## src/hdl/spihp_pkg.sv

```systemverilog
// Summary of operation
// Bit order 0 shifts MSB first, 1 shifts LSB first.
// Host with select active: select low drops host mode, sets flag.
// Clock double halves the host serial clock period.
// Divider codes 0..3 give host clock divided by 4, 16, 64, 128.
// Unit works only while the enable bit is one.
// Buffered mode: two receive buffers, one transmit buffer, split flags.
// Buffered, no receive wait: first byte out is a dummy.
// Buffered with receive wait: first idle write loads the shift register.
// Select ignore keeps host mode regardless of the select line.
// Mode codes pick leading edge polarity and sample or setup edge.
// Serial clock idles at the level opposite its leading edge.
// Buffered mode enables gate their flags; unbuffered they read zero.
// Unbuffered single enable gates the combined done flag.
// Buffered receive flag follows unread data; write one clears.
// Unbuffered done flag sets per byte and on select trigger.
// Done flag clears on vector ack or flag read then data access.
// Buffered transfer flag sets when shifter and buffer empty.
// Unbuffered write while shifting sets the collision flag.
// Empty flag high when transmit buffer empty; zero after reset.
// Data write clears empty flag; software must refill or mask.
// Buffered data read returns second buffer, first moves up.
// Overflow sets on third byte with both buffers full.
// Buffered select trigger flag sets on forced host exit.
// Peripheral select high aborts the byte in progress.
// Host clock has even duty and all logic shares one clock.
// Interrupt output is high while any enabled flag is set.
package spihp_pkg;
   localparam logic [5:0] IDX_CTRL_A = 6'h00;
   localparam logic [5:0] IDX_CTRL_B = 6'h01;
   localparam logic [5:0] IDX_INTEN  = 6'h02;
   localparam logic [5:0] IDX_FLAGS  = 6'h03;
   localparam logic [5:0] IDX_DATA   = 6'h04;
   localparam logic [7:0] CTRL_A_RST = 8'h00;
   localparam logic [7:0] CTRL_B_RST = 8'h00;
   localparam logic [7:0] INTEN_RST  = 8'h00;
   localparam logic [7:0] DATA_RST   = 8'h00;
   localparam logic [7:0] CTRL_A_MSK = 8'h77;
   localparam logic [7:0] CTRL_B_MSK = 8'hc7;
   localparam logic [7:0] INTEN_MSK  = 8'hf1;
   localparam logic [6:0] HALF_DIV4   = 7'h02;
   localparam logic [6:0] HALF_DIV16  = 7'h08;
   localparam logic [6:0] HALF_DIV64  = 7'h20;
   localparam logic [6:0] HALF_DIV128 = 7'h40;
   localparam logic [3:0] LAST_EDGE  = 4'hf;
   localparam logic [3:0] PIN_RST    = 4'h8;
   typedef struct packed {
      logic       rsv7;
      logic       bit_order_sel;
      logic       host_mode;
      logic       sck_double;
      logic       rsv3;
      logic [1:0] sck_divider;
      logic       enable;
   } spihp_ctrl_a_s;
   typedef struct packed {
      logic       buffered_mode_en;
      logic       wait_for_receive;
      logic [2:0] rsv;
      logic       select_ignore;
      logic [1:0] mode;
   } spihp_ctrl_b_s;
endpackage

```

## src/hdl/spihp_top.sv

```systemverilog
module spihp_top (
   // Clock and reset
   input  wire logic        hclk,
   input  wire logic        hresetn,
   // AHB-Lite slave
   input  wire logic        hsel,
   input  wire logic [7:0]  haddr,
   input  wire logic [1:0]  htrans,
   input  wire logic        hwrite,
   input  wire logic [2:0]  hsize,
   input  wire logic [31:0] hwdata,
   input  wire logic        hready,
   output logic             hreadyout,
   output logic             hresp,
   output logic [31:0]      hrdata,
   // Interrupt
   input  wire logic        vector_ack,
   output logic             irq,
   // Serial pins
   input  wire logic        sck_in,
   output logic             sck_out,
   output logic             sck_oe_n,
   input  wire logic        mosi_in,
   output logic             mosi_out,
   output logic             mosi_oe_n,
   input  wire logic        miso_in,
   output logic             miso_out,
   output logic             miso_oe_n,
   input  wire logic        ss_n_in
);
   spihp_pkg::spihp_ctrl_a_s ctrl_a_reg;
   spihp_pkg::spihp_ctrl_b_s ctrl_b_reg;
   logic [7:0] inten_reg, sh_reg, txbuf_reg, rxd_reg, rx1_reg, rx2_reg;
   logic [7:0] rx1_next, rx2_next, rx_byte, flag_view, rd_val, wdat;
   logic [3:0] pin_s1_reg, pin_s2_reg, edge_cnt_reg;
   logic [6:0] div_cnt_reg, half, gap_reg;
   logic [5:0] wr_idx_reg;
   logic       wr_pend_reg, busy_reg, out_bit_reg, sck_d_reg, sck_reg;
   logic       sck_oe_n_reg, mosi_oe_n_reg, miso_oe_n_reg, irq_reg;
   logic       if_reg, write_collision_flag_reg, rxc_reg, txc_reg, dre_reg, select_trig_flag_reg;
   logic       ovf_reg, arm_if_reg, arm_wc_reg, txfull_reg;
   logic       rx1v_reg, rx2v_reg, rx1v_next, rx2v_next, ovf_set;
   logic       ss_n, sck_s, in_bit, en, host, bufm, cpha, cpol;
   logic       ap, rd_now, data_rd, data_wr, flags_rd, flags_wr, ctla_wr;
   logic       sel_trig, tick, pedge, edge_ev, lead, sample, setup, done;
   logic       busy_any, direct, auto_start, start, irq_src;

   // Pins pass two flops before any logic sees them
   always_ff @(posedge hclk or negedge hresetn) begin
      if (!hresetn) begin
         pin_s1_reg <= spihp_pkg::PIN_RST;
         pin_s2_reg <= spihp_pkg::PIN_RST;
      end else begin
         pin_s1_reg <= {ss_n_in, sck_in, mosi_in, miso_in};
         pin_s2_reg <= pin_s1_reg;
      end
   end
   assign ss_n  = pin_s2_reg[3];
   assign sck_s = pin_s2_reg[2];

   // Decoded configuration
   assign en   = ctrl_a_reg.enable;
   assign host = ctrl_a_reg.host_mode;
   assign bufm = ctrl_b_reg.buffered_mode_en;
   assign cpha = ctrl_b_reg.mode[0];
   assign cpol = ctrl_b_reg.mode[1];
   // Pin latency: host receive needs half periods of three cycles or more
   assign in_bit = host ? pin_s2_reg[0] : pin_s2_reg[1];

   // Bus decode: reads answer in the address phase, writes land next
   assign ap = hsel & htrans[1] & hready;
   assign rd_now = ap & ~hwrite & (haddr[1:0] == 2'h0);
   assign data_rd = rd_now & (haddr[7:2] == spihp_pkg::IDX_DATA);
   assign flags_rd = rd_now & (haddr[7:2] == spihp_pkg::IDX_FLAGS);
   assign wdat = hwdata[7:0];
   assign data_wr = wr_pend_reg & (wr_idx_reg == spihp_pkg::IDX_DATA);
   assign flags_wr = wr_pend_reg & (wr_idx_reg == spihp_pkg::IDX_FLAGS);
   assign ctla_wr = wr_pend_reg & (wr_idx_reg == spihp_pkg::IDX_CTRL_A);

   // Select low in host mode forces peripheral mode
   assign sel_trig = en & host & ~ctrl_b_reg.select_ignore & ~ss_n;

   // Half period of the host clock
   always_comb begin
      unique case (ctrl_a_reg.sck_divider)
         2'h0: half = spihp_pkg::HALF_DIV4;
         2'h1: half = spihp_pkg::HALF_DIV16;
         2'h2: half = spihp_pkg::HALF_DIV64;
         2'h3: half = spihp_pkg::HALF_DIV128;
      endcase
      if (ctrl_a_reg.sck_double) begin
         half = half >> 1;
      end
   end

   // Edge events; equal half periods give an even duty cycle
   assign tick = busy_reg & host & (div_cnt_reg == half - 7'h01);
   assign pedge = en & ~host & ~ss_n & (sck_s != sck_d_reg);
   assign edge_ev = host ? tick : pedge;
   assign lead = host ? ~edge_cnt_reg[0] : (sck_s != cpol);
   assign sample = edge_ev & (lead ^ cpha);
   assign setup = edge_ev & ~(lead ^ cpha);
   assign done = edge_ev & (edge_cnt_reg == spihp_pkg::LAST_EDGE);
   assign busy_any = host ? busy_reg : (edge_cnt_reg != 4'h0);
   assign rx_byte = ~sample ? sh_reg :
                    ctrl_a_reg.bit_order_sel ? {in_bit, sh_reg[7:1]} :
                    {sh_reg[6:0], in_bit};

   // Transmit path choices
   assign direct = bufm & ctrl_b_reg.wait_for_receive & en & ss_n &
                   ~busy_any & ~txfull_reg;
   assign auto_start = host & bufm & en & ~busy_reg & txfull_reg;
   assign start = en & host & ~busy_reg & ~sel_trig &
                  (auto_start | (data_wr & (direct | ~bufm)));

   // Control registers; select trigger clears host mode
   always_ff @(posedge hclk or negedge hresetn) begin
      if (!hresetn) begin
         ctrl_a_reg <= spihp_pkg::CTRL_A_RST;
         ctrl_b_reg <= spihp_pkg::CTRL_B_RST;
         inten_reg  <= spihp_pkg::INTEN_RST;
      end else begin
         if (ctla_wr) begin
            ctrl_a_reg <= wdat & spihp_pkg::CTRL_A_MSK;
         end else if (sel_trig) begin
            ctrl_a_reg.host_mode <= 1'b0;
         end
         if (wr_pend_reg && wr_idx_reg == spihp_pkg::IDX_CTRL_B) begin
            ctrl_b_reg <= wdat & spihp_pkg::CTRL_B_MSK;
         end
         if (wr_pend_reg && wr_idx_reg == spihp_pkg::IDX_INTEN) begin
            inten_reg <= wdat & spihp_pkg::INTEN_MSK;
         end
      end
   end

   // Host clock generator and bit counter
   always_ff @(posedge hclk or negedge hresetn) begin
      if (!hresetn) begin
         busy_reg     <= 1'b0;
         edge_cnt_reg <= 4'h0;
         div_cnt_reg  <= 7'h00;
         sck_reg      <= 1'b0;
         sck_d_reg    <= 1'b0;
      end else begin
         sck_d_reg <= sck_s;
         if (!en || sel_trig) begin
            busy_reg     <= 1'b0;
            edge_cnt_reg <= 4'h0;
            div_cnt_reg  <= 7'h00;
            sck_reg      <= cpol;
         end else if (!host && ss_n) begin
            edge_cnt_reg <= 4'h0;
            sck_reg      <= cpol;
         end else if (start) begin
            busy_reg     <= 1'b1;
            edge_cnt_reg <= 4'h0;
            div_cnt_reg  <= 7'h00;
         end else begin
            if (edge_ev) begin
               edge_cnt_reg <= edge_cnt_reg + 4'h1;
            end
            if (tick) begin
               div_cnt_reg <= 7'h00;
               sck_reg     <= ~sck_reg;
            end else if (busy_reg) begin
               div_cnt_reg <= div_cnt_reg + 7'h01;
            end else begin
               sck_reg <= cpol;
            end
            if (done && host && !(bufm && txfull_reg)) begin
               busy_reg <= 1'b0;
            end
         end
      end
   end

   // Shift register, transmit buffer and output bit
   always_ff @(posedge hclk or negedge hresetn) begin
      if (!hresetn) begin
         sh_reg      <= spihp_pkg::DATA_RST;
         txbuf_reg   <= spihp_pkg::DATA_RST;
         txfull_reg  <= 1'b0;
         out_bit_reg <= 1'b0;
      end else begin
         if (done) begin
            if (bufm && txfull_reg) begin
               sh_reg      <= txbuf_reg;
               txfull_reg  <= 1'b0;
               out_bit_reg <= ctrl_a_reg.bit_order_sel ?
                              txbuf_reg[0] : txbuf_reg[7];
            end else begin
               sh_reg <= rx_byte; // Dummy is the last byte received
            end
         end else if (!host && ss_n && edge_cnt_reg != 4'h0) begin
            sh_reg <= sh_reg;
         end else if (sample) begin
            sh_reg <= rx_byte;
         end else if (setup) begin
            out_bit_reg <= ctrl_a_reg.bit_order_sel ?
                           sh_reg[0] : sh_reg[7];
         end
         if (data_wr && en && ((!bufm && !busy_any) || direct)) begin
            sh_reg      <= wdat;
            out_bit_reg <= ctrl_a_reg.bit_order_sel ? wdat[0] : wdat[7];
         end else if (data_wr && bufm && !direct && !txfull_reg) begin
            txbuf_reg  <= wdat;
            txfull_reg <= 1'b1;
         end
      end
   end

   // Receive buffers: a read pops first, a new byte fills a free slot
   always_comb begin
      rx1_next  = rx1_reg;
      rx2_next  = rx2_reg;
      rx1v_next = rx1v_reg;
      rx2v_next = rx2v_reg;
      ovf_set   = 1'b0;
      if (data_rd && bufm) begin
         rx2_next  = rx1_reg;
         rx2v_next = rx1v_reg;
         rx1v_next = 1'b0;
      end
      if (done && bufm) begin
         if (!rx2v_next) begin
            rx2_next  = rx_byte;
            rx2v_next = 1'b1;
         end else if (!rx1v_next) begin
            rx1_next  = rx_byte;
            rx1v_next = 1'b1;
         end else begin
            ovf_set = 1'b1;
         end
      end
   end

   // Receive storage
   always_ff @(posedge hclk or negedge hresetn) begin
      if (!hresetn) begin
         rx1_reg  <= spihp_pkg::DATA_RST;
         rx2_reg  <= spihp_pkg::DATA_RST;
         rxd_reg  <= spihp_pkg::DATA_RST;
         rx1v_reg <= 1'b0;
         rx2v_reg <= 1'b0;
      end else begin
         rx1_reg  <= rx1_next;
         rx2_reg  <= rx2_next;
         rx1v_reg <= bufm & rx1v_next;
         rx2v_reg <= bufm & rx2v_next;
         if (done && !bufm) begin
            rxd_reg <= rx_byte;
         end
      end
   end

   // Unbuffered flags; set wins over every clear
   always_ff @(posedge hclk or negedge hresetn) begin
      if (!hresetn) begin
         if_reg     <= 1'b0;
         write_collision_flag_reg  <= 1'b0;
         arm_if_reg <= 1'b0;
         arm_wc_reg <= 1'b0;
      end else begin
         if ((done || sel_trig) && !bufm) begin
            if_reg <= 1'b1;
         end else if (vector_ack || (arm_if_reg && (data_rd || data_wr))) begin
            if_reg <= 1'b0;
         end
         if (data_wr && !bufm && busy_any) begin
            write_collision_flag_reg <= 1'b1;
         end else if (arm_wc_reg && (data_rd || data_wr)) begin
            write_collision_flag_reg <= 1'b0;
         end
         if (flags_rd) begin
            arm_if_reg <= if_reg;
            arm_wc_reg <= write_collision_flag_reg;
         end else if (data_rd || data_wr) begin
            arm_if_reg <= 1'b0;
            arm_wc_reg <= 1'b0;
         end
      end
   end

   // Buffered flags; receive, transfer and select trigger clear on write one, empty on data write, overflow on data read; set wins
   always_ff @(posedge hclk or negedge hresetn) begin
      if (!hresetn) begin
         rxc_reg  <= 1'b0;
         txc_reg  <= 1'b0;
         dre_reg  <= 1'b0;
         select_trig_flag_reg <= 1'b0;
         ovf_reg  <= 1'b0;
      end else begin
         if (done && bufm) begin
            rxc_reg <= 1'b1;
         end else if ((flags_wr && wdat[7]) || !(rx1v_next || rx2v_next)) begin
            rxc_reg <= 1'b0;
         end
         if (done && bufm && !txfull_reg) begin
            txc_reg <= 1'b1;
         end else if (flags_wr && wdat[6]) begin
            txc_reg <= 1'b0;
         end
         if (done && bufm && txfull_reg) begin
            dre_reg <= 1'b1;
         end else if (data_wr) begin
            dre_reg <= 1'b0;
         end
         if (sel_trig && bufm) begin
            select_trig_flag_reg <= 1'b1;
         end else if (flags_wr && wdat[4]) begin
            select_trig_flag_reg <= 1'b0;
         end
         if (ovf_set) begin
            ovf_reg <= 1'b1;
         end else if (data_rd) begin
            ovf_reg <= 1'b0;
         end
      end
   end

   // Flag view depends on mode; unbuffered hides buffered flags
   assign flag_view = bufm ?
      {rxc_reg, txc_reg, dre_reg, select_trig_flag_reg, 3'h0, ovf_reg} :
      {if_reg, write_collision_flag_reg, 6'h00};
   assign irq_src = bufm ?
      |(inten_reg[7:4] & {rxc_reg, txc_reg, dre_reg, select_trig_flag_reg}) :
      (inten_reg[0] & if_reg);

   // Read mux; unmapped addresses read zero
   always_comb begin
      unique case (haddr[7:2])
         spihp_pkg::IDX_CTRL_A: rd_val = ctrl_a_reg;
         spihp_pkg::IDX_CTRL_B: rd_val = ctrl_b_reg;
         spihp_pkg::IDX_INTEN:  rd_val = bufm ? inten_reg :
                                         (inten_reg & 8'h01);
         spihp_pkg::IDX_FLAGS:  rd_val = flag_view;
         spihp_pkg::IDX_DATA:   rd_val = bufm ? rx2_reg : rxd_reg;
         default:               rd_val = 8'h00;
      endcase
   end

   // Bus slave: zero wait states, always OKAY
   always_ff @(posedge hclk or negedge hresetn) begin
      if (!hresetn) begin
         wr_pend_reg <= 1'b0;
         wr_idx_reg  <= 6'h00;
         hrdata      <= 32'h0000_0000;
         hreadyout   <= 1'b0;
         hresp       <= 1'b0;
      end else begin
         hreadyout   <= 1'b1;
         hresp       <= 1'b0;
         wr_pend_reg <= ap & hwrite & (haddr[1:0] == 2'h0);
         wr_idx_reg  <= haddr[7:2];
         if (rd_now) begin
            hrdata <= {24'h00_0000, rd_val};
         end
      end
   end

   // Pin drivers and interrupt line, all registered
   always_ff @(posedge hclk or negedge hresetn) begin
      if (!hresetn) begin
         sck_oe_n_reg  <= 1'b1;
         mosi_oe_n_reg <= 1'b1;
         miso_oe_n_reg <= 1'b1;
         irq_reg       <= 1'b0;
      end else begin
         sck_oe_n_reg  <= ~(en & host);
         mosi_oe_n_reg <= ~(en & host);
         miso_oe_n_reg <= ~(en & ~host & ~ss_n);
         irq_reg       <= irq_src;
      end
   end
   assign sck_out   = sck_reg;
   assign sck_oe_n  = sck_oe_n_reg;
   assign mosi_out  = out_bit_reg;
   assign mosi_oe_n = mosi_oe_n_reg;
   assign miso_out  = out_bit_reg;
   assign miso_oe_n = miso_oe_n_reg;
   assign irq       = irq_reg;

   // Helper: cycles since the host clock last moved or a transfer started
   always_ff @(posedge hclk or negedge hresetn) begin
      if (!hresetn) begin
         gap_reg <= 7'h00;
      end else if (start || tick) begin
         gap_reg <= 7'h00;
      end else begin
         gap_reg <= gap_reg + 7'h01;
      end
   end
endmodule

```

## config.mk

```make
export PLATFORM = sky130hd
export DESIGN_NAME = spihp_top
export DESIGN_NICKNAME = d
export VERILOG_FILES = /design/src/hdl/spihp_pkg.sv /design/src/hdl/spihp_top.sv
export SDC_FILE = /design/constraint.sdc
export NUM_CORES = 1
export LEC_CHECK = 0
export ABC_AREA = 0
export BUFFER_PORTS_ARGS = -buffer_cell sky130_fd_sc_hd__buf_2
export CAP_MARGIN = 15
export CORE_MARGIN = 3
export CORE_UTILIZATION = 50
export DETAILED_ROUTE_END_ITERATION = 8
export MAX_ROUTING_LAYER = met4
export PLACE_DENSITY = 0.72
export SYNTH_ARGS = -nofsm -noshare
export SYNTH_HDL_FRONTEND = slang
export SYNTH_SLANG_ARGS = --single-unit
```

## constraint.sdc

```tcl
create_clock -name hclk -period 3.2 [get_ports hclk]
set_input_delay 0.32 -clock hclk [delete_from_list [all_inputs] [get_ports hclk]]
set_output_delay 0.32 -clock hclk [all_outputs]
set_load 0.02 [all_outputs]
```

Word level (Yosys, flattened, before mapping)

Index checks and enable logic that the tools add are counted.

Add/sub/neg operators: 3
Equal/unequal tests: 21
Reductions and logical operators: 69
Multiplexer cells: 79
Bitwise gates (word level): 58

Operators with widths:

| cell                | count |
|---|---|
| $mux 8              | 13 |
| $mux 1              | 54 |
| $mux 7              | 6 |
| $pmux 8 s5          | 1 |
| $and 1x1->1         | 38 |
| $pmux 7 s4          | 1 |
| $logic_and 1x1->1   | 27 |
| $eq 6x2->1 const B  | 4 |
| $reduce_bool 2->1   | 9 |
| $mux 4              | 4 |
| $not 1->1           | 16 |
| $eq 6x1->1 const B  | 2 |
| $eq 6x3->1 const B  | 2 |
| $logic_not 6->1     | 2 |
| $reduce_bool 4->1   | 3 |
| $reduce_and 2->1    | 5 |
| $ne 3x1->1 const B  | 3 |
| $reduce_bool 3->1   | 3 |
| $logic_not 1->1     | 8 |
| $add 7x1->7 const B | 1 |
| $eq 7x7->1          | 1 |
| $logic_or 1x1->1    | 7 |
| $sub 7x1->7 const B | 1 |
| $add 4x1->4 const B | 1 |
| other kinds (14)    | 18 |

Register bits after elaboration: 110
Input port bits: 55
Word-level logic and storage cells: 272
Output and inout bits: 41

Longest topological paths before layout

Gate-level depths: netlist of the first run.

Depth in word-level cells: 15
Mapped depth: 11
Gate-level depth less buffers: 9

Worst setup path before layout of the first run

Ideal clock, no wire load.

Path type: register to register
Start: reg ctrl_a_reg[1] (netlist bit)
End: reg rx1_reg[6]
Cell stages (with the launch flop): 10
Data required time: 3121 ps
Slack: 398 ps
Setup time: 79 ps
Clock period less this slack: 2802 ps
Arrival: 2723 ps
Buffers on the path: 1
Cells stage by stage: dfrtp_1 > buf_6 > or3b_4 > ha_1 > nor4bb_1 > nor4_1 > o2111a_4 > o21ai_4 > mux2_2 > mux2i_1

Cells in the longest elaborated chain, start to end: 10
Elaborated cells on any way between the ends: 15
Those cells by class: add/sub (1); eq/ne (4); mux (4); bitwise (3); reduce/logical (3)

Ends and longest elaborated chain:

| what                                     | RTL line         | RTL |
|---|---|---|
| start, declared                          | spihp_top.sv:31  | `spihp_pkg::spihp_ctrl_a_s ctrl_a_reg;` |
| start signal, assigned                   | spihp_top.sv:119 | `ctrl_a_reg <= spihp_pkg::CTRL_A_RST;` |
| start signal, assigned                   | spihp_top.sv:124 | `ctrl_a_reg <= wdat & spihp_pkg::CTRL_A_MSK;` |
| $eq 2x2->1, or another cell as far along | spihp_top.sv:85  | `unique case (ctrl_a_reg.sck_divider)` |
| $pmux 7 s4 *                             | spihp_top.sv:85  |  |
| $mux 7 *                                 | spihp_top.sv:91  | `if (ctrl_a_reg.sck_double) begin` |
| $sub 7x1->7 *                            | spihp_top.sv:97  | `assign tick = busy_reg & host & (div_cnt_reg == half - 7'h01);` |
| $eq 7x7->1 *                             | spihp_top.sv:97  |  |
| $and 1x1->1 *                            | spihp_top.sv:97  |  |
| $mux 1 *                                 | spihp_top.sv:99  | `assign edge_ev = host ? tick : pedge;` |
| $and 1x1->1                              | spihp_top.sv:103 | `assign done = edge_ev & (edge_cnt_reg == spihp_pkg::LAST_EDGE);` |
| $logic_and 1x1->1                        | spihp_top.sv:225 | `if (done && bufm) begin` |
| $reduce_and 3->1 (no source line)        | -                |  |
| end signal, assigned                     | spihp_top.sv:241 | `rx1_reg <= spihp_pkg::DATA_RST;` |
| end signal, assigned                     | spihp_top.sv:247 | `rx1_reg <= rx1_next;` |
| end, declared                            | spihp_top.sv:33  | `logic [7:0] inten_reg, sh_reg, txbuf_reg, rxd_reg, rx1_reg, rx2_reg;` |

Mark *: on every way between the ends. The rest lies on a longest branch, timed or not. The select of a mux whose other input is x is not followed.
A chain may end at the register's enable or synchronous reset.

Final worst setup path of the first run

Start: reg ctrl_a_reg[2] (netlist bit)
End: reg rx2_reg[5]

Cells in the longest elaborated chain, start to end: 11
Elaborated cells on any way between the ends: 16
Those cells by class: add/sub (1); eq/ne (4); mux (6); bitwise (3); reduce/logical (2)

Ends and longest elaborated chain:

| what                                     | RTL line         | RTL |
|---|---|---|
| $eq 2x2->1, or another cell as far along | spihp_top.sv:85  |  |
| $pmux 7 s4 *                             | spihp_top.sv:85  |  |
| $mux 7 *                                 | spihp_top.sv:91  |  |
| $sub 7x1->7 *                            | spihp_top.sv:97  |  |
| $eq 7x7->1 *                             | spihp_top.sv:97  |  |
| $and 1x1->1 *                            | spihp_top.sv:97  |  |
| $mux 1 *                                 | spihp_top.sv:99  |  |
| $and 1x1->1                              | spihp_top.sv:101 | `assign sample = edge_ev & (lead ^ cpha);` |
| $mux 8                                   | spihp_top.sv:105 | `assign rx_byte = ~sample ? sh_reg :` |
| $mux 8                                   | spihp_top.sv:226 | `if (!rx2v_next) begin` |
| $mux 8 *                                 | spihp_top.sv:225 |  |
| named net rx2_next[5]                    | spihp_top.sv:34  | `logic [7:0] rx1_next, rx2_next, rx_byte, flag_view, rd_val, wdat;` |
| end signal, assigned                     | spihp_top.sv:242 | `rx2_reg <= spihp_pkg::DATA_RST;` |
| end signal, assigned                     | spihp_top.sv:248 | `rx2_reg <= rx2_next;` |
| end, declared                            | spihp_top.sv:33  |  |

Mark *: on every way through the listed nets, which the timed path passes. The rest lies on a longest branch. The select of a mux whose other input is x is not followed.

==> results summary, run 1 <==
The cell area after placement came out at between 0.006 and 0.007 mm^2. The via density per instance is a little under 6. The static power due to leakage came out at ~0.0030 uW. The sequential area share after synthesis came out at between 40% and 50%. The synthesized design contains 0 enable-type register cells.

The final worst clock skew is about 0.007 ns. The most area-hungry cell type in the Yosys netlist is dfrtp_1. The filler cells instantiated in the layout total 940. The most critical setup path has its startpoint at ctrl_a_reg[2]$_DFFE_PN0P_. The detailed router placed 4529 vias in this run. The clock reaches the later pin of the worst-skew pair after 0.35 ns. The root buffer cell chosen for the clock tree is clkbuf_16. The aggregate global-route resource usage came out at approximately a quarter. The number of optimization iterations in the first detailed-route pass is 5. The transition time at the pin with the least slew margin is slightly above 0.8 ns. The number of global-route vias before repair is ~4500. The signed area change from the synthesized netlist to the final layout came out at 12.8%. By startpoint and endpoint, the worst setup path is classified as reg -> reg. Setup repair after global routing left no endpoint under its margin. The power share of the sequential group came out at a little over half. The run finished with clean final reports. Measured along the y axis, the die boundary spans around 110 um. Dividing the final minimum period by the clock period gives about 94%. The post-route setup TNS is 0 ns. The die is 114 um wide.

Counting along the longest clock path gives a buffer depth of 2. In this run, distinct cell masters in the synthesized netlist total 70. The total internal power is roughly 2100 uW. The summed area of non-filler cells in the final layout came out at ~0.0066 mm^2.

The number of antenna violations at the first check in global routing came out at 0. Net switching is between 20% and 30% of the power. In the post-synthesis netlist, the biggest area contributors are dfrtp_1 46%, mux2i_1 6.0%, mux2_2 5.8%, nand2_1 3.7%, buf_4 3.6%. The wire length of the first global-routing pass is roughly 23000 um. The reported max-cap violation count came out at 0. The number of failing hold endpoints at the final stage was 0. Each instance of the synthesized netlist takes up on average 10.0 um^2. Summed over all layers, the global routing overflow is 0. The final setup violation count came out at 0.

The kind of start point of the critical path is a register. The synthesized instance count came out at around 580. Dividing the detail-routed wire length by the instance count gives about 18 um. The CTS H-tree depth came out at 3. The tree built by TritonCTS fans out to 110 sinks.

The synthesized area came out at between 0.005 and 0.006 mm^2. The startpoint identified for the worst register-to-register timing path is ctrl_a_reg[2]$_DFFE_PN0P_. Along the worst path, the maximum fanout reaches 8.

The kind of end point of the critical path is a register. The number of buffers created by CTS came out at 9. The count of state elements after synthesis came out at 110.

Among all flip-flop cells after synthesis, the most frequent one is dfrtp_1. Buffers placed on the I/O ports in this run total between 40 and 50. The achievable clock frequency came out at between 300 and 400 MHz. The number of warnings issued by yosys is 0. For this run, asynchronously set or reset flops after synthesis account for 100%. The TritonCTS clock tree is done. The initialized floorplan defines 38 standard-cell rows. Routability-driven placement finished with a final weighted congestion of between 0.9 and 1. The starting density of the core came out at about 52%. The total power divided by cell area is between 400 and 500 mW/mm^2. The number of nets with antenna violations after detailed routing is 0. Detailed placement finished with a half-perimeter wire length of 10300 um. The worst hold path begins at ss_n_in. The final routed DRC violation total came out at 0. VDD sags by at most 0.000440 V. The clock network fraction of design power is between 40% and 50%. The core footprint is 0.0111 mm^2. The synthesized design devotes to its leading area cell type a little under half of total area. The clock transition at the registers of the reported paths is roughly 0.070 ns. The data required time at the worst endpoint came out at approximately 3.4 ns. 96 I/O pins were placed. The floorplan die area is around 0.013 mm^2. The worst pin sits at a relative slew slack of about 46%. The type of the most critical hold path is in -> reg. The routed wire length came out at 14100 um.

The clock period could shrink to ~3.0 ns. The number of slew-limit violations in the final report came out at 0. The total power after layout came out at 2750 uW. The number of nets at the end of the flow is between 600 and 700.

The antenna cell count came out at 0. The arrival time at the worst endpoint is 3.22 ns. The combinational fraction of design power is under 10%. The first-iteration detailed-routing DRC count is between 300 and 400.

The pin count of the biggest net entering global routing is between 60 and 70. The ratio of cells with drive above 1 in the final layout is a little over a fifth. Summed over all nets, the switching power comes to approximately 650 uW.
path summary, 6_finish.rpt:
check	cells past startpoint	slack (ns)	endpoint
min reg2reg	0	0.35	pin_s2_reg[2]$_DFF_PN0_
min	1	0.06	pin_s1_reg[3]$_DFF_PN1_
min in group asynchronous	1	0.07	sh_reg[3]$_DFFE_PN0P_
max reg2reg	9	0.19	rx2_reg[5]$_DFF_PN0_
max in group asynchronous	2	2.34	mosi_oe_n$_DFF_PN1_
max	9	0.19	rx2_reg[5]$_DFF_PN0_
repair_timing:
item,CTS,global route
gates resized for setup,0,8
hold buffers,0,0
buffers inserted,0,2
endpoints found under the setup margin,0,32
hold endpoints to repair,0,0
power groups by stage:
| stage | clock, uW | combinational [uW] | sequential, uW |
|---|---|---|---|
| after floorplan | 0 | 121 | 1470 |
| after global placement | 0 | 180 | 1470 |
| after detailed placement | 0 | 184 | 1470 |
| after CTS | 1160 | 186 | 1440 |
| after global routing | 1220 | 205 | 1440 |
| final | 1120 | 186 | 1440 |
worst max-delay path, stage by stage (launching register included):
cell and delay, ns:
dfrtp_1 0.45, or3b_4 0.42, ha_2 0.24, nor4bb_2 0.39
nor4_2 0.12, o2111a_4 0.36, o21ai_2 0.34, and3b_1 0.26
buf_12 0.15, mux2i_1 0.12
final cells by class:
class / instances / area, um^2 / area share [%]
tap: 140 / 175 / 2.67
timing repair buffer: 67 / 450 / 6.87
multi-input combinational: 423 / 2800 / 42.7
inverter: 20 / 75.1 / 1.15
sequential: 110 / 2760 / 42.1
clock inverter: 5 / 56.3 / 0.859
clock buffer: 11 / 243 / 3.70
metrics by stage:
stage	utilization (%)	hold slack, ns	instances	setup WS, ns
after detailed placement	55.8	0.336	758	0.105
after floorplan	-	0.0244	602	0.398
after CTS	58.5	0.0517	774	0.0731
after global placement	55.8	0.332	758	0.234
after global routing	59.2	0.0481	776	0.0374
final	59.2	0.0631	776	0.194
logic make-up (layout without fill, tap and decap cells):
| family | after synthesis | count (layout) | share of synthesized area [%] |
|---|---|---|---|
| AND/OR/NAND/NOR | 187 | 187 | 15.7 |
| AO/OA/AOI/OAI | 124 | 124 | 14.6 |
| flip-flops | 110 | 110 | 47.5 |
| buffers and inverters | 69 | 103 | 6.53 |
| multiplexers | 66 | 66 | 12.2 |
| XOR/XNOR | 16 | 16 | 2.41 |
| adder cells (fa/ha/maj) | 4 | 4 | 0.862 |
| other | 2 | 26 | 0.129 |
layout by cell type (no fill, tap or decap), types with 10 or more instances in the layout:
cell,synthesis,final
xor2_1,10,10
nand4_1,12,12
o21ai_0,34,34
mux2i_1,35,31
conb_1,2,26
buf_4,28,22
a21oi_1,28,28
nand3_1,16,16
inv_1,19,19
a211oi_1,13,13
nor2_1,50,50
dfrtp_1,106,106
nand2_1,58,58
buf_2,5,41
mux2_2,30,30
per-layer routing:
metal	global-route usage, %	up-vias	routed length [um]
li1	-	2131	-
met1	30.1	2189	5840
met2	36.9	172	6710
met3	6.47	37	1190
met4	7.28	0	383
met5	-	-	0
Yosys cell counts (5+ instances only):
master    count
dfrtp_1     106
nand2_1      58
nor2_1       50
mux2i_1      35
o21ai_0      34
mux2_2       30
a21oi_1      28
buf_4        28
inv_1        19
nand3_1      16
a211oi_1     13
clkbuf_1     13
nand4_1      12
xor2_1       10
and2_1        8
a221oi_1      7
and3_1        7
nor3_1        7
xnor2_1       6
a21o_1        5
buf_2         5
Note: power is estimated with default switching activity, not from simulation.
==> run 2, diff against run 1 <==
- RECOVER_POWER: unset -> 100
==> run 2 against run 1 <==
The flow now finishes with violations (max-capacitance violations, max-slew violations); design area fell by 1.1%; flip-flop and latch count did not move; non-clock buffer count did not move; wire length rose by 0.52%; power barely moved; register-to-register slack barely moved; die area did not move; fmax fell by 0.31%; critical path type unchanged.
==> results summary, run 2 (synthesized netlist as in run 1, its figures left out) <==
Outcome: complete, but fails checks (was finished, final reports clean). The final reports fail on max-capacitance violations, max-slew violations. The I/O pin count was 96 (unchanged). The number of global-route vias before repair is 4510 (unchanged). The quantity of I/O buffers inserted on ports is 42 (unchanged). The kind of end point of the critical path is a register (unchanged). The number of vias in the routed layout is 4519 (was 4529). The final worst clock skew is 0.00761 ns (was 0.00714 ns). The maximum vdd ir drop was 0.000438 V (was 0.000440 V).

The core footprint came out at 0.0111 mm^2 (unchanged). The total internal power is 2100 uW (about the same). The pin count of the biggest net entering global routing is 65 (unchanged).

The reported max-cap violation count came out at 1 (was 0). The type of the most critical hold path was in -> reg (unchanged). The aggregate global-route resource usage came out at 23.6% (unchanged). The routed wire length is 14200 um (was 14100 um).

The combinational fraction of design power is 6.6% (was 6.8%). The number of antenna violations at the first check in global routing is 0 (unchanged). The clock transition at the registers of the reported paths came out at 0.07 ns (about the same). The first-iteration detailed-routing DRC count is 276 (was 378).

The signed area change from the synthesized netlist to the final layout came out at 11.6% (was 12.8%). The number of slew-limit violations in the final report came out at 65 (was 0). The detail-routed net length per standard cell is 18.3 um (was 18.2 um). The aggregate global routing overflow came out at 0 (unchanged). The number of optimization iterations in the first detailed-route pass is 5 (unchanged). The cell area after placement is 0.00618 mm^2 (unchanged). The kind of start point of the critical path was a register (unchanged). The total power divided by cell area came out at 424 mW/mm^2 (was 420 mW/mm^2). The post-route setup TNS is 0 ns (unchanged).

The multi-input gate area in the final layout came out at 0.00278 mm^2 (was 0.00280 mm^2). The final routed DRC violation total was 0 (unchanged). Commonest cells after routing, fill and taps aside: 106 x dfrtp_1, 58 x nand2_1, 50 x nor2_1 (unchanged). The number of buffers created by CTS came out at 9 (unchanged). The kind of critical path was reg -> reg (unchanged). The final setup violation count is 0 (unchanged). The quantity of hold-fixing buffers added after cts is 0 (unchanged). The via density per instance came out at 5.82 (was 5.84). The cell chosen for the clock root is clkbuf_16 (unchanged).

The standard-cell row count came out at 38 (unchanged). The clock insertion delay at the later pin of the skew report came to 0.36 ns (was 0.35 ns). The TritonCTS sink count came out at 110 (unchanged). The summed area of non-filler cells in the final layout came out at 0.00648 mm^2 (was 0.00655 mm^2).

The total of fill cells in the finished design is 964 (was 940). The ratio of cells with drive above 1 in the final layout came to 17.0% (was 21.9%). The transition time at the pin with the least slew margin is 1.59 ns (was 0.813 ns).

The antenna cell count is 0 (unchanged). The post-route clock period utilization is 94.2% (was 93.9%). The static power due to leakage is 0.00294 uW (was 0.00302 uW). The achievable clock frequency came to 332 MHz (was 333 MHz). The starting density of the core is 52.4% (unchanged). The clock network fraction of design power came out at 41.0% (was 40.8%). The arrival time at the worst endpoint is 3.23 ns (was 3.22 ns). The final RePlAce weighted congestion came out at 0.932 (unchanged).

The power share of the sequential group is 52.4% (about the same). The net switching power was 651 uW (was 646 uW). The number of nets with antenna violations after detailed routing was 0 (unchanged). The number of failing hold endpoints at the final stage came out at 0 (unchanged). The final critical-path required period is 3.02 ns (was 3.01 ns). The overall die height came out at 114 um (unchanged).

The wire length of the first global-routing pass is 23000 um (unchanged). The biggest fanout along the worst timing path was 8 (unchanged). The TritonCTS clock tree is done (unchanged). The tightest slew margin relative to the limit came out at -5.97% (was 45.8%). The total area of sequential cells is 0.00276 mm^2 (unchanged). The post-detailed-placement half-perimeter wirelength is 10300 um (unchanged).

The most frequent standard cell in the layout excluding fill and tap cells was dfrtp_1 (unchanged). The maximum buffer depth of the clock tree is 2 (unchanged). The CTS H-tree depth came out at 3 (unchanged).

The die width is 114 um (unchanged). The number of nets at the end of the flow is 690 (unchanged). The floorplan die area is 0.0129 mm^2 (unchanged). The switching power as a share of total power is 23.7% (was 23.5%).

The data required time at the worst endpoint is 3.42 ns (about the same). Unrepaired setup endpoints after global routing: false (unchanged).
==> run 2: changes by cell type in the layout (fill, tap and decap cells not counted), moves of 2 or more <==
cell,delta
buf_4,-9
mux2i_2,-4
mux2i_1,+4
buf_2,-19
clkbuf_2,+2
clkbuf_1,+25
==> run 2: metrics by stage <==
| step | hold WS (ns) | setup WS [ns] | power, uW | utilization, % | std cells |
|---|---|---|---|---|---|
| 2_1_floorplan | 0.0244 | 0.398 | 1590 | - | 602 |
| 3_3_place_gp | 0.332 | 0.234 | 1650 | 55.8 | 758 |
| 3_5_place_dp | 0.336 | 0.105 | 1650 | 55.8 | 758 |
| 4_1_cts | 0.0517 | 0.0731 | 2780 | 58.5 | 774 |
| 5_1_grt | 0.0481 | 0.0374 | 2870 | 58.5 | 776 |
| 6_report | 0.0621 | 0.184 | 2750 | 58.5 | 776 |
==> run 2: per-layer routing <==
metal,vias to the layer above,global-route usage [%],share of wire [%]
met2,159,36.9,48
met5,-,-,0
li1,2126,-,-
met1,2202,30.1,43
met4,0,7.28,2.3
met3,32,6.47,7.2
==> run 2: path summary, 6_finish.rpt <==
path / from / endpoint / slack (ns) / cells past startpoint
max: ctrl_a_reg[2]$_DFFE_PN0P_ / rx2_reg[5]$_DFF_PN0_ / 0.18 / 9
min: ss_n_in / pin_s1_reg[3]$_DFF_PN1_ / 0.06 / 1
max reg2reg: ctrl_a_reg[2]$_DFFE_PN0P_ / rx2_reg[5]$_DFF_PN0_ / 0.18 / 9
min reg2reg: pin_s1_reg[2]$_DFF_PN0_ / pin_s2_reg[2]$_DFF_PN0_ / 0.35 / 0
max in group asynchronous: hresetn / wr_idx_reg[5]$_DFF_PN0_ / 1.24 / 2
min in group asynchronous: hresetn / sh_reg[3]$_DFFE_PN0P_ / 0.38 / 1
==> run 2: final cells by class <==
class                           instances  area share [%]
Clock inverter                          5           0.869
Inverter                               20            1.16
Timing Repair Buffer                   67            6.16
Multi-Input combinational cell        423            42.8
Clock buffer                           11            3.74
Sequential cell                       110            42.5
Tap cell                              140            2.70
==> run 2: power groups by stage <==
stage / Sequential (uW) / Clock (uW) / Combinational, uW
2_1_floorplan: 1470 / 0 / 121
3_3_place_gp: 1470 / 0 / 180
3_5_place_dp: 1470 / 0 / 184
4_1_cts: 1440 / 1160 / 186
5_1_grt: 1440 / 1220 / 200
6_report: 1440 / 1130 / 181
==> run 2: timing repair <==
action                     4_1_cts  5_1_grt
setup endpoints to repair        0       32
setup buffers                    0        2
gates resized for setup          0        8
==> run 2: worst max-delay path, stage by stage, from the launching register on <==
cell      delay (ns)
dfrtp_1         0.45
or3b_4          0.42
ha_2            0.24
nor4bb_2        0.39
nor4_2          0.12
o2111a_4        0.36
o21ai_2         0.34
and3b_1         0.26
buf_12          0.15
mux2i_1         0.12
==> run 3, diff against run 2 <==
- CTS_BUF_LIST: unset -> sky130_fd_sc_hd__clkbuf_16
- HOLD_SLACK_MARGIN: unset -> 0.05
==> run 3 against run 2 <==
The run still ends with max-capacitance violations, max-slew violations left; design area rose by 0.27%; via count rose by 0.82%; sequential power barely moved; utilization rose by 0.16 points; wire length rose by 0.22%; flip-flop and latch count did not move; die area did not move; critical path type unchanged.
==> results summary, run 3 (synthesized netlist as in run 1, its figures left out) <==
The total power after layout is 2730 uW (was 2750 uW). The CTS H-tree depth came out at 3 (unchanged). The ratio of cells with drive above 1 in the final layout is 16.9% (was 17.0%). The TritonCTS sink count came out at 110 (unchanged). The quantity of I/O buffers inserted on ports came out at 42 (unchanged).

The detail-routed net length per standard cell is 18.3 um (about the same). The biggest fanout along the worst timing path was 8 (unchanged). The tightest slew margin relative to the limit came to -6.50% (was -5.97%).

The transition time at the pin with the least slew margin was 1.60 ns (was 1.59 ns). The maximum buffer depth of the clock tree is 2 (unchanged). The post-route clock period utilization came out at 93.8% (was 94.2%). The maximum vdd ir drop is 0.000440 V (was 0.000438 V). The via density per instance came out at 5.85 (was 5.82). The routed wire length is 14200 um (about the same). The final RePlAce weighted congestion came to 0.932 (unchanged). The final critical-path required period came out at 3.00 ns (was 3.02 ns). The static power due to leakage is 0.00296 uW (was 0.00294 uW). The starting density of the core is 52.4% (unchanged). The total area of sequential cells was 0.00276 mm^2 (unchanged). The met1 routing resource usage after global routing came to 30.0% (was 30.1%). The number of nets with antenna violations after detailed routing is 0 (unchanged). The power share of the sequential group came out at 52.9% (was 52.4%). The multi-input gate area in the final layout is 0.00278 mm^2 (unchanged). The register-to-register path setup slack is 0.20 ns (was 0.18 ns). The antenna cell count is 0 (unchanged). The library cell contributing the largest single delay on the critical path is dfrtp_1 (unchanged). The number of buffers created by CTS was 9 (unchanged).

The cell area after placement came out at 0.00618 mm^2 (unchanged). The kind of start point of the critical path was a register (unchanged). The kind of critical path is reg -> reg (unchanged). The first-iteration detailed-routing DRC count came to 332 (was 276). The reported max-cap violation count came to 1 (unchanged). The combinational fraction of design power was 6.7% (was 6.6%). The number of slew-limit violations in the final report is 65 (unchanged). The standard-cell row count came out at 38 (unchanged). The number of optimization iterations in the first detailed-route pass came to 6 (was 5). The wire length of the first global-routing pass came out at 23100 um (was 23000 um).

The achievable clock frequency is 333 MHz (was 332 MHz). The clock transition at the registers of the reported paths was 0.07 ns (about the same). The final routed DRC violation total is 0 (unchanged). The signed area change from the synthesized netlist to the final layout is 11.9% (was 11.6%).

The TritonCTS clock tree is done (unchanged). The arrival time at the worst endpoint came out at 3.22 ns (was 3.23 ns). Unrepaired setup endpoints after global routing: false (unchanged). The number of failing hold endpoints at the final stage came out at 0 (unchanged). Outcome: complete, but fails checks (unchanged). The total internal power is 2070 uW (was 2100 uW).

The type of the most critical hold path is in -> reg (unchanged). The I/O pin count is 96 (unchanged). The post-detailed-placement half-perimeter wirelength came to 10300 um (unchanged). The pin count of the biggest net entering global routing is 65 (unchanged).

The number of placed instances with taps included came out at 758 (unchanged). The die width is 114 um (unchanged). The floorplan die area is 0.0129 mm^2 (unchanged). The kind of end point of the critical path is a register (unchanged).

The pre-CTS setup slack was 0.105 ns (unchanged). The non-filler instance count after layout came to 779 (was 776). The post-route setup TNS was 0 ns (unchanged). The net switching power came out at 653 uW (was 651 uW). The post-layout worst setup margin is 0.199 ns (was 0.184 ns).

The final setup violation count came out at 0 (unchanged). The final worst clock skew is 0.00694 ns (was 0.00761 ns). The summed area of non-filler cells in the final layout came to 0.00650 mm^2 (was 0.00648 mm^2).

The number of nets at the end of the flow came out at 693 (was 690). The clock insertion delay at the later pin of the skew report came to 0.35 ns (was 0.36 ns). The clock network fraction of design power came out at 40.4% (was 41.0%).

The core footprint was 0.0111 mm^2 (unchanged). The aggregate global-route resource usage is 23.6% (about the same). The met2 global-route usage is 36.9% (about the same).

The met3 layer usage reported by global route is 6.74% (was 6.47%). The most frequent standard cell in the layout excluding fill and tap cells is dfrtp_1 (unchanged). The total power divided by cell area came out at 419 mW/mm^2 (was 424 mW/mm^2).

The switching power as a share of total power is 23.9% (was 23.7%). The overall die height came out at 114 um (unchanged). Commonest cells after routing, fill and taps aside: 106 x dfrtp_1, 58 x nand2_1, 50 x nor2_1 (unchanged). The cell chosen for the clock root is clkbuf_16 (unchanged).

The data required time at the worst endpoint is 3.42 ns (about the same). The most heavily used metal layer in global routing is met2 (unchanged). The total of fill cells in the finished design came out at 962 (was 964). The number of vias in the routed layout is 4556 (was 4519).

The critical path's largest stage delay came out at 0.45 ns (about the same). The aggregate global routing overflow came out at 0 (unchanged). The number of global-route vias before repair came out at 4506 (was 4510).

Cell-by-cell trace of the critical path: or3b_4 -> ha_2 -> nor4bb_2 -> nor4_2 -> o2111a_4 -> o21ai_2 -> and3b_1 -> buf_12 -> mux2i_1 (unchanged). The number of antenna violations at the first check in global routing came to 0 (unchanged). Violated checks: max-capacitance violations, max-slew violations (unchanged).
-- run 3: metal layers --
| metal | vias up | routed length [um] |
|---|---|---|
| li1 | 2128 | - |
| met1 | 2214 | 5980 |
| met2 | 179 | 6780 |
| met3 | 35 | 1130 |
| met4 | 0 | 342 |
| met5 | - | 0 |
-- run 3: power by group through the flow --
stage,Combinational (uW),Clock (uW),Sequential (uW)
after global routing,202,1200,1440
after detailed placement,184,0,1470
after floorplan,121,0,1470
final,183,1100,1440
after global placement,180,0,1470
after CTS,186,1130,1440
-- run 3: path summary, 6_finish.rpt --
path                                      startpoint                       to  cells after the start
setup / recovery           ctrl_a_reg[2]$_DFFE_PN0P_     rx2_reg[5]$_DFF_PN0_                      9
hold / removal                                sck_in  pin_s1_reg[2]$_DFF_PN0_                      1
setup reg to reg           ctrl_a_reg[2]$_DFFE_PN0P_     rx2_reg[5]$_DFF_PN0_                      9
hold reg to reg              pin_s1_reg[2]$_DFF_PN0_  pin_s2_reg[2]$_DFF_PN0_                      0
max in group asynchronous                    hresetn  wr_idx_reg[5]$_DFF_PN0_                      2
min in group asynchronous                    hresetn    sh_reg[3]$_DFFE_PN0P_                      1
-- run 3: timing repair --
| action | CTS | global route |
|---|---|---|
| resized for setup | 0 | 8 |
| endpoints found under the hold margin | 0 | 2 |
| hold buffers | 0 | 2 |
| setup buffers | 0 | 3 |
| setup endpoints to repair | 0 | 32 |
-- run 3: worst max-delay path: cells and delay by family (launching register included) --
kind	cells	cell delay, ns
AOI/OAI and AO/OA	2	0.70
adders and majority gates	1	0.24
buffers and inverters	1	0.15
DFF	1	0.45
muxes	1	0.12
and+or+nand+nor	4	1.19
-- run 3: final cells by class --
cell class	instances	share of cell area, %
Clock buffer	9	3.46
Clock inverter	7	0.982
Inverter	20	1.15
Multi-Input combinational cell	423	42.7
Sequential cell	110	42.4
Tap cell	140	2.69
Timing Repair Buffer	70	6.56
-- run 3: metrics by stage --
| stage | hold WS [ns] | util, % |
|---|---|---|
| 2_1_floorplan | 0.0244 | - |
| 3_3_place_gp | 0.332 | 55.8 |
| 3_5_place_dp | 0.336 | 55.8 |
| 4_1_cts | 0.0517 | 58.4 |
| 5_1_grt | 0.0510 | 58.7 |
| 6_report | 0.0692 | 58.7 |
